**config.mk**
```make
export PLATFORM = sky130hd
export DESIGN_NAME = swl_master
export DESIGN_NICKNAME = d
export VERILOG_FILES = /design/src/pkg/swl_pkg.sv /design/src/verilog/swl_fifo.sv /design/src/verilog/swl_master.sv
export SDC_FILE = /design/constraint.sdc
export NUM_CORES = 1
export LEC_CHECK = 0
export ABC_CLOCK_PERIOD_IN_PS = 4800
export BUFFER_PORTS_ARGS = -buffer_cell sky130_fd_sc_hd__buf_4
export CORE_ASPECT_RATIO = 0.8
export CORE_UTILIZATION = 30
export DETAILED_ROUTE_END_ITERATION = 10
export GPL_ROUTABILITY_DRIVEN = 0
export PLACE_DENSITY = 0.51
export SYNTH_ARGS = -nofsm -noshare
export SYNTH_HDL_FRONTEND = slang
export SYNTH_HIERARCHICAL = 1
export SYNTH_SLANG_ARGS = --single-unit
```
**constraint.sdc**
```tcl
create_clock -name ref_clk -period 4.8 [get_ports ref_clk]
set_input_delay 0.24 -clock ref_clk [delete_from_list [all_inputs] [get_ports ref_clk]]
set_output_delay 0.24 -clock ref_clk [all_outputs]
set_load 0.05 [all_outputs]
```
**src/pkg/swl_pkg.sv**
```systemverilog
// package for the single wire link master controller
package swl_pkg;
  localparam int CLK_MHZ = 10;
  // times in microseconds
  localparam int RESET_LOW_TIME_US = 480;
  localparam int RESET_HIGH_TIME_US = 480;
  localparam int PRESENCE_SAMPLE_US = 70;
  localparam int SLOT_TIME_US = 70;
  localparam int LOW1_TIME_US = 6;
  localparam int LOW0_TIME_US = 60;
  localparam int READ_LOW_US = 2;
  localparam int READ_SAMPLE_US = 13;
  localparam int REC_TIME_US = 2;
  localparam int PROG_TIME_US = 480;
  localparam int DELAY_PROG_US = 5;
  localparam int RESET_LOW_CYC = RESET_LOW_TIME_US * CLK_MHZ;
  localparam int RESET_HIGH_CYC = RESET_HIGH_TIME_US * CLK_MHZ;
  localparam int PRES_SAMPLE_CYC = PRESENCE_SAMPLE_US * CLK_MHZ;
  localparam int SLOT_CYC = SLOT_TIME_US * CLK_MHZ;
  localparam int LOW1_CYC = LOW1_TIME_US * CLK_MHZ;
  localparam int LOW0_CYC = LOW0_TIME_US * CLK_MHZ;
  localparam int READ_LOW_CYC = READ_LOW_US * CLK_MHZ;
  localparam int READ_SAMPLE_CYC = READ_SAMPLE_US * CLK_MHZ;
  localparam int REC_CYC = REC_TIME_US * CLK_MHZ;
  localparam int PROG_CYC = PROG_TIME_US * CLK_MHZ;
  localparam int DELAY_PROG_CYC = DELAY_PROG_US * CLK_MHZ;
  localparam int TMR_W = 13;
  // rom commands
  localparam logic [7:0] CMD_READ_ROM = 8'h33;
  localparam logic [7:0] CMD_MATCH_ROM = 8'h55;
  localparam logic [7:0] CMD_SKIP_ROM = 8'hCC;
  localparam logic [7:0] CMD_SEARCH_ROM = 8'hF0;
  // crc x^8+x^5+x^4+1, reflected
  localparam logic [7:0] CRC_POLY_REFL = 8'h8C;
  localparam int FIFO_DEPTH = 8;
  localparam int FIFO_W = 8;
  typedef enum logic [2:0] {
    SWL_OP_RESET, SWL_OP_WRITE, SWL_OP_READ, SWL_OP_SEARCH, SWL_OP_PROG
  } swl_op_e;
  typedef struct packed {
    swl_op_e op;
    logic [7:0] data;
  } swl_req_s;
  typedef struct packed {
    logic [7:0] data;
    logic [7:0] crc;
    logic presence;
  } swl_rsp_s;
endpackage

```
**src/verilog/swl_fifo.sv**
```systemverilog
// small valid/ready fifo for the link's read bytes, presence answers and search triplets
`timescale 1ns/1ps
`default_nettype none
module swl_fifo #(
  parameter int WIDTH = 8,
  parameter int DEPTH = 8
) (
  input wire logic clk,
  input wire logic rst,
  input wire logic in_valid,
  output logic in_ready,
  input wire logic [WIDTH-1:0] in_data,
  output logic out_valid,
  input wire logic out_ready,
  output logic [WIDTH-1:0] out_data
);
  localparam int AW = $clog2(DEPTH);
  logic [WIDTH-1:0] mem_q [DEPTH];
  logic [AW-1:0] wp_q, wp_d, rp_q, rp_d;
  logic [AW:0] cnt_q, cnt_d;
  logic push, pop;
  assign in_ready = (cnt_q != (AW+1)'(DEPTH));
  assign out_valid = (cnt_q != '0);
  assign out_data = mem_q[rp_q];
  assign push = in_valid && in_ready;
  assign pop = out_valid && out_ready;
  always_comb begin
    wp_d = push ? wp_q + 1'b1 : wp_q;
    rp_d = pop ? rp_q + 1'b1 : rp_q;
    cnt_d = cnt_q + (AW+1)'(push) - (AW+1)'(pop);
  end
  always_ff @(posedge clk or posedge rst) begin
    if (rst) begin
      wp_q <= '0;
      rp_q <= '0;
      cnt_q <= '0;
    end else begin
      wp_q <= wp_d;
      rp_q <= rp_d;
      cnt_q <= cnt_d;
    end
  end
  always_ff @(posedge clk) begin
    if (push) begin
      mem_q[wp_q] <= in_data;
    end
  end
endmodule // swl_fifo
`default_nettype wire

```
**src/verilog/swl_master.sv**
```systemverilog
// single wire link bus master: reset, slots, search triplet, program pulse
// Functional notes
// RL1: every transaction opens with master reset pulse then slave presence pulse; the master does not enforce it: idle takes any op, prog needs crc_ok
// RL2: line idles high; never leave it low over 120 us between slots
// RL3: master drives reset low at least 480 us then releases and listens
// RL4: slave waits 15-60 us after release then pulls low 60-240 us
// RL5: after presence the master sends an 8-bit rom command
// RL6: command 33h reads family code, 48-bit serial and crc
// RL7: command 55h followed by 64 bits selects one exact slave
// RL8: command CCh skips identifier and goes to memory command
// RL9: search: read bit, read complement, then write chosen bit
// RL10: slaves pull down open-drain so the line is a wired-AND
// RL11: master opens each slot by pulling the line low
// RL12: slave samples a write slot at a fixed delay after the fall
// RL13: slave holds line low for a read zero, untouched for a one
// RL14: program pulse of 480 us only after crc confirmed, then idle
// RL15: program pulse copies scratchpad into the selected memory byte
// RL16: identifier crc is top byte over first 56 bits, x^8+x^5+x^4+1
// RL17: write commands return crc over command, address and data
// RL18: read commands return crc over command and address
// RL19: read-data-with-crc gives a crc per page and for status bytes
// RL20: slave never blocks on crc; master checks and decides; here the master only outputs crc and the decision comes in on crc_ok
// RL21: master keeps standard speed data rate at or below 16.3 kbit/s
// RL22: no new sequence before 480 us reset high interval elapses
// RL23: read bit valid within 1 us of fall and held 14 us
// RL24: all microsecond intervals are counted on the fast system clock
`timescale 1ns/1ps
`default_nettype none
module swl_master (
  input wire logic ref_clk,
  input wire logic rst,
  input wire logic req_valid,
  output logic req_ready,
  input wire swl_pkg::swl_req_s req,
  input wire logic crc_clear,
  input wire logic crc_ok,
  output logic rsp_valid,
  input wire logic rsp_ready,
  output logic [7:0] rsp_data,
  output logic [7:0] crc,
  output logic presence,
  output logic search_bit,
  output logic search_cmp,
  output logic busy,
  input wire logic line_i,
  output logic line_o,
  output logic line_oe,
  output logic prog_en
);
  typedef enum logic [3:0] {
    ST_IDLE, ST_RST_LOW, ST_RST_HIGH, ST_SLOT_LOW, ST_SLOT_REST,
    ST_PUSH, ST_PROG_DLY, ST_PROG, ST_PROG_REC
  } swl_st_e;
  swl_st_e st_q, st_d;
  logic [swl_pkg::TMR_W-1:0] tmr_q, tmr_d;
  logic [7:0] sh_q, sh_d, crc_q, crc_d;
  logic [2:0] bit_q, bit_d;
  logic [1:0] step_q, step_d;
  swl_pkg::swl_op_e op_q, op_d;
  logic pres_q, pres_d, sb_q, sb_d, sc_q, sc_d, smp_q, smp_d, dir_q, dir_d;
  logic sync1_q, sync2_q;
  logic push_valid, push_ready;
  logic is_read_slot, tx_bit;
  // line level passes two flops before use
  always_ff @(posedge ref_clk or posedge rst) begin
    if (rst) begin
      sync1_q <= 1'b1;
      sync2_q <= 1'b1;
    end else begin
      sync1_q <= line_i;
      sync2_q <= sync1_q;
    end
  end
  // search: steps 0,1 are read slots, step 2 writes the chosen bit
  always_comb begin
    is_read_slot = (op_q == swl_pkg::SWL_OP_READ) ||
                   ((op_q == swl_pkg::SWL_OP_SEARCH) && (step_q != 2'd2)); // RL9
    tx_bit = (op_q == swl_pkg::SWL_OP_SEARCH) ? dir_q : sh_q[0];
  end
  always_comb begin
    st_d = st_q;
    tmr_d = (tmr_q != '0) ? tmr_q - 1'b1 : tmr_q; // RL24
    sh_d = sh_q;
    crc_d = crc_q;
    bit_d = bit_q;
    step_d = step_q;
    op_d = op_q;
    pres_d = pres_q;
    sb_d = sb_q;
    sc_d = sc_q;
    smp_d = smp_q;
    dir_d = dir_q;
    if (crc_clear) begin
      crc_d = '0;
    end
    case (st_q)
      ST_IDLE: begin
        if (req_valid) begin
          op_d = req.op;
          sh_d = req.data;
          bit_d = '0;
          step_d = '0;
          dir_d = req.data[0];
          case (req.op)
            swl_pkg::SWL_OP_RESET: begin
              st_d = ST_RST_LOW; // RL1
              tmr_d = swl_pkg::TMR_W'(swl_pkg::RESET_LOW_CYC - 1); // RL3
            end
            swl_pkg::SWL_OP_PROG: begin
              if (crc_ok) begin
                st_d = ST_PROG_DLY; // RL14
                tmr_d = swl_pkg::TMR_W'(swl_pkg::DELAY_PROG_CYC - 1);
              end
            end
            default: begin
              st_d = ST_SLOT_LOW; // RL11
              tmr_d = swl_pkg::TMR_W'(swl_pkg::SLOT_CYC - 1);
            end
          endcase
        end
      end
      ST_RST_LOW: begin
        if (tmr_q == '0) begin
          st_d = ST_RST_HIGH;
          pres_d = 1'b0;
          tmr_d = swl_pkg::TMR_W'(swl_pkg::RESET_HIGH_CYC - 1); // RL22
        end
      end
      ST_RST_HIGH: begin
        // sample after slave wait 15-60 us, inside its low window
        if (tmr_q == swl_pkg::TMR_W'(swl_pkg::RESET_HIGH_CYC -
            swl_pkg::PRES_SAMPLE_CYC) && !sync2_q) begin
          pres_d = 1'b1; // RL4
        end
        if (tmr_q == '0) begin
          st_d = ST_PUSH;
          sh_d = {7'h00, pres_q};
        end
      end
      ST_SLOT_LOW: begin
        if (tmr_q == swl_pkg::TMR_W'(swl_pkg::SLOT_CYC -
            swl_pkg::READ_SAMPLE_CYC)) begin
          smp_d = sync2_q; // RL23
        end
        if (tmr_q == '0) begin
          st_d = ST_SLOT_REST;
          tmr_d = swl_pkg::TMR_W'(swl_pkg::REC_CYC - 1);
        end
      end
      ST_SLOT_REST: begin
        if (tmr_q == '0) begin
          if (op_q == swl_pkg::SWL_OP_SEARCH) begin
            if (step_q == 2'd0) begin
              sb_d = smp_q;
              step_d = 2'd1;
              st_d = ST_SLOT_LOW;
            end else if (step_q == 2'd1) begin
              sc_d = smp_q;
              step_d = 2'd2;
              // both 1: no slave; bits differ: forced direction
              if (sb_q != smp_q) begin
                dir_d = sb_q;
              end
              st_d = ST_SLOT_LOW;
            end else begin
              crc_d = {1'b0, crc_q[7:1]} ^
                      ((crc_q[0] ^ dir_q) ? swl_pkg::CRC_POLY_REFL : 8'h00);
              sh_d = {5'h00, sb_q, sc_q, dir_q};
              st_d = ST_PUSH;
            end
            tmr_d = swl_pkg::TMR_W'(swl_pkg::SLOT_CYC - 1);
          end else begin
            // lsb first; crc follows every bit seen on the line
            sh_d = {is_read_slot ? smp_q : sh_q[0], sh_q[7:1]};
            crc_d = {1'b0, crc_q[7:1]} ^
                    ((crc_q[0] ^ (is_read_slot ? smp_q : sh_q[0])) ?
                     swl_pkg::CRC_POLY_REFL : 8'h00); // RL16
            bit_d = bit_q + 1'b1;
            tmr_d = swl_pkg::TMR_W'(swl_pkg::SLOT_CYC - 1);
            if (bit_q == 3'd7) begin // RL5
              st_d = is_read_slot ? ST_PUSH : ST_IDLE;
            end else begin
              st_d = ST_SLOT_LOW;
            end
          end
        end
      end
      ST_PUSH: begin
        if (push_ready) begin
          st_d = ST_IDLE;
        end
      end
      ST_PROG_DLY: begin
        if (tmr_q == '0) begin
          st_d = ST_PROG;
          tmr_d = swl_pkg::TMR_W'(swl_pkg::PROG_CYC - 1);
        end
      end
      ST_PROG: begin
        if (tmr_q == '0) begin
          st_d = ST_PROG_REC; // RL15
          tmr_d = swl_pkg::TMR_W'(swl_pkg::DELAY_PROG_CYC - 1);
        end
      end
      ST_PROG_REC: begin
        if (tmr_q == '0) begin
          st_d = ST_IDLE;
        end
      end
      default: st_d = ST_IDLE;
    endcase
  end
  always_ff @(posedge ref_clk or posedge rst) begin
    if (rst) begin
      st_q <= ST_IDLE;
      tmr_q <= '0;
      sh_q <= '0;
      crc_q <= '0;
      bit_q <= '0;
      step_q <= '0;
      op_q <= swl_pkg::SWL_OP_RESET;
      pres_q <= 1'b0;
      sb_q <= 1'b0;
      sc_q <= 1'b0;
      smp_q <= 1'b1;
      dir_q <= 1'b0;
    end else begin
      st_q <= st_d;
      tmr_q <= tmr_d;
      sh_q <= sh_d;
      crc_q <= crc_d;
      bit_q <= bit_d;
      step_q <= step_d;
      op_q <= op_d;
      pres_q <= pres_d;
      sb_q <= sb_d;
      sc_q <= sc_d;
      smp_q <= smp_d;
      dir_q <= dir_d;
    end
  end
  // pin drive: low only, the pull-up makes the high level
  logic drv_q, drv_d, prog_q, prog_d;
  always_comb begin
    drv_d = 1'b0;
    prog_d = 1'b0;
    case (st_d)
      ST_RST_LOW: drv_d = 1'b1; // RL3
      ST_SLOT_LOW: begin
        if (is_read_slot) begin
          drv_d = tmr_d > swl_pkg::TMR_W'(swl_pkg::SLOT_CYC -
                  swl_pkg::READ_LOW_CYC - 1); // RL11
        end else if (tx_bit) begin
          drv_d = tmr_d > swl_pkg::TMR_W'(swl_pkg::SLOT_CYC -
                  swl_pkg::LOW1_CYC - 1);
        end else begin
          drv_d = tmr_d > swl_pkg::TMR_W'(swl_pkg::SLOT_CYC -
                  swl_pkg::LOW0_CYC - 1); // RL21
        end
      end
      ST_PROG: prog_d = 1'b1; // RL14
      default: drv_d = 1'b0; // RL2
    endcase
  end
  always_ff @(posedge ref_clk or posedge rst) begin
    if (rst) begin
      drv_q <= 1'b0;
      prog_q <= 1'b0;
    end else begin
      drv_q <= drv_d;
      prog_q <= prog_d;
    end
  end
  assign line_o = 1'b0; // RL10
  assign line_oe = drv_q;
  assign prog_en = prog_q;
  assign req_ready = (st_q == ST_IDLE) &&
                     ((req.op != swl_pkg::SWL_OP_PROG) || crc_ok);
  assign push_valid = (st_q == ST_PUSH);
  assign busy = (st_q != ST_IDLE);
  assign crc = crc_q; // RL20
  assign presence = pres_q;
  assign search_bit = sb_q;
  assign search_cmp = sc_q;
  swl_fifo #(
    .WIDTH(swl_pkg::FIFO_W),
    .DEPTH(swl_pkg::FIFO_DEPTH)
  ) u_fifo (
    .clk(ref_clk),
    .rst(rst),
    .in_valid(push_valid),
    .in_ready(push_ready),
    .in_data(sh_q),
    .out_valid(rsp_valid),
    .out_ready(rsp_ready),
    .out_data(rsp_data)
  );
endmodule // swl_master
`default_nettype wire

```
==> reports/metrics.cfg <==
[clock_network]
cts_setup_buffers = 0
cts_root_buf = clkbuf_16
numCtsBuffers = 17
cts_max_path_buffers = 2
clock_latency_ns = 0.42
htreeDepth = 4
clk_pin_slew_ns = 0.06
cts_tree = built
clkSinkCount = 124
cts_resized = 0
ctsHoldBuffers = 2

[power_and_ir_drop]
seq_power_share_pct = 45.2
p_sw_mw = 0.6958
intPower_mw = 2.054
p_per_area_nw_per_um2 = 376.0
power_frac_comb_pct = 8.4
p_leak_nw = 2.597
vdd_ir_drop_max_v = 0.0001716
p_sw_share_pct = 25.31
clkPwrFrac_pct = 46.4

[floorplan]
dieHeight_um = 130.4
io_pins = 43
rows = 46
initial_core_util_pct = 30.86
coreArea_um2 = 20030
die-area_um2 = 21190
fp.dieW_um = 162.5

[sta]
final.setup.tns_ns = 0
hold_viol = 0
finalWorstSetupSlack_ns = 1.159
max_freq_ghz = 0.2747
slew-limit-headroom_pct = 29.57
period_share_pct = 75.85
period_needed_ns = 3.641
rsz0062_at_grt = false
fin_worst_skew_ns = 0.008506
finalSetupViolations = 0
tightest_slew_ns = 1.055
slew_viol_final = 0

[synthesis]
syn_nets = 535
synth_top_family_by_area = simple AND/OR/NAND/NOR gates
synth.area.mux_share_pct = 11.05
ys_ff_latch = 124
synth_edf_count = 64
synthXorXnorAreaFrac_pct = 1.984
avgSynthCellArea_um2 = 12.31
synthAdderAreaFrac_pct = 3.158
synthArstFlopShare_pct = 48.39
yosysSeqAreaShare_pct = 55.45
syn_area_um2 = 6181
synth_compound_area_share_pct = 11.09
synth-simple-area-share_pct = 13.62
synth_ff_type = edfxtp_1
syn_inst = 502
yosysUniqueCellTypes = 73
ys_warn_count = 6

[worst_setup_path]
endpoint_kind = flip-flop
critPathKind = flip-flop to flip-flop
critPathLaunchType = flip-flop
worst-path-max-fanout = 18
arrival_ns = 3.98
worstPathRequired_ns = 5.14

[routing]
drc_errors = 0
dr.pass1.iters = 6
via_count = 4231
wl_mm = 14.14
ant_nets = 0
first_iter_violations = 380
via_per_inst = 5.166
wire_per_inst_um = 17.27

[global_routing]
antenna_found_initial = 0
grt_pass1_wl_mm = 22.28
track_usage_pct = 14.09
top_usage_layer = met2
grtUsageMet2_pct = 21.54
grt_start_max_net_pins = 51
grt-ovfl-total = 0
grt_pass1_vias = 4117
met1_usage_pct = 19.37
met3_usage_pct = 3.662

[layout]
diodes = 0
final_net_count = 575
layout-drive-gt1-share_pct = 19.28
syn2layout_area_growth_pct = 18.30
fin_cells = 819
utilization_pct = 36.51
fin_area_um2 = 7312

[job]
drv_cap = 0

[worst_hold_path]
hp-class = input port to flip-flop

[placed_design]
portBuffers = 41
dp.cells = 785
postPlaceCellArea_um2 = 6706
dp_worst_setup_slack_ns = 1.281
dpl.hpwl_mm = 9.744

[run_status]
status = finished clean

-- flip-flops by register name, summed over array words and instances (netlist names) --
register / cells
sh_q: 8
u_fifo/cnt_q: 4
smp_q: 1
crc: 8
u_fifo/mem_q: 64
tmr_q: 13
u_fifo/rp_q: 3
st_q: 4
u_fifo/wp_q: 3
op_q: 3
search_cmp: 1
sync1_q: 1
search_bit: 1
prog_en: 1
dir_q: 1
presence: 1
step_q: 2
bit_q: 3
line_oe: 1
sync2_q: 1
-- worst max-delay path, cell delays in order, from the launching register on --
cell	delay (ns)
dfrtp_1	0.41
inv_1	0.12
ha_1	0.22
nor4b_4	0.41
and3_1	0.65
inv_2	0.31
o32ai_2	0.48
a31oi_1	0.14
a211o_1	0.33
a311o_1	0.32
a31oi_1	0.17
-- through the flow --
step	hold slack, ns	power [mW]
after global placement	0.2783	1.489
final	0.07143	2.749
after CTS	0.06314	2.785
after detailed placement	0.2871	1.505
after floorplan	0.08018	1.448
after global routing	0.06081	2.862
-- layout by cell type (no fill, tap or decap), types with 8 or more instances in the layout --
cell type  count
mux4_1        16
clkbuf_16     17
o21ai_1        9
o21ai_0       23
dfrtp_1       57
nand2b_1      10
edfxtp_1      64
nand3_1       16
a22oi_1        8
inv_1         22
nor3_1         9
nand2_1       40
buf_4         43
ha_1          14
mux2_2        17
a21oi_1       21
xor2_1         9
nor2_1        33
-- power by group through the flow --
stage / Clock, mW / Combinational (mW) / Sequential [mW]
floorplan: 0 / 0.266 / 1.18
global placement: 0 / 0.221 / 1.27
detailed placement: 0 / 0.234 / 1.27
CTS: 1.30 / 0.237 / 1.25
global route: 1.35 / 0.252 / 1.26
finish: 1.27 / 0.232 / 1.24
-- layout make-up --
cell class	instances	area (um2)
Timing Repair Buffer	45	342.8
Multi-Input combinational cell	329	2532
Tap cell	264	330.3
Clock inverter	15	160.2
Sequential cell	124	3427
Clock buffer	17	425.4
Inverter	25	93.84
Fill cell	1957	12720
-- synth_stat cells (3+ instances only) --
master     n  area [um2]
edfxtp_1  64        1922
dfrtp_1   57        1426
nand2_1   40       150.1
nor2_1    33       123.9
inv_1     23       86.33
o21ai_0   23       115.1
a21oi_1   21       105.1
mux2_2    17       191.4
mux4_1    16       420.4
nand3_1   16       80.08
clkbuf_1  15       56.30
ha_1      14       175.2
nand2b_1  10       62.56
nor3_1     9       45.04
o21ai_1    9       45.04
xor2_1     9       78.83
a22oi_1    8       60.06
a31oi_1    7       43.79
mux2i_1    6       60.06
or3_1      6       37.54
and2_1     5       31.28
and3_1     5       31.28
xnor2_1    5       43.79
a21o_1     4       30.03
nand3b_1   4       30.03
nor2b_1    4       25.02
a22o_1     3       26.28
and3b_1    3       26.28
buf_1      3       11.26
dfstp_2    3       78.83
nand4_1    3       18.77
nor4_1     3       18.77
or4_1      3       22.52
-- metal layers --
layer / routed length (um) / share of wire [%]
met1: 6897 / 49
met3: 796 / 5.6
met2: 6245 / 44
met4: 201 / 1.4
met5: 0 / 0
-- final timing paths --
check                      startpoint               to  slack (ns)  cells after the start
max                          tmr_q[0]          line_oe        1.16                     10
max reg2reg                  tmr_q[0]          line_oe        1.16                     10
max in group asynchronous         rst            dir_q        3.49                      3
min                            req[9]          op_q[1]        0.07                      2
min reg2reg                   sync1_q          sync2_q        0.36                      0
min in group asynchronous         rst  u_fifo/cnt_q[3]        0.38                      3
-- cell families after synthesis --
group,Yosys count
AO/OA/AOI/OAI,102
XOR/XNOR,14
adder cells (fa/ha/maj),15
buffers and inverters,49
flip-flops,124
multiplexers,40
other,1
AND/OR/NAND/NOR,157
Power figures use the tool's default switching activity.
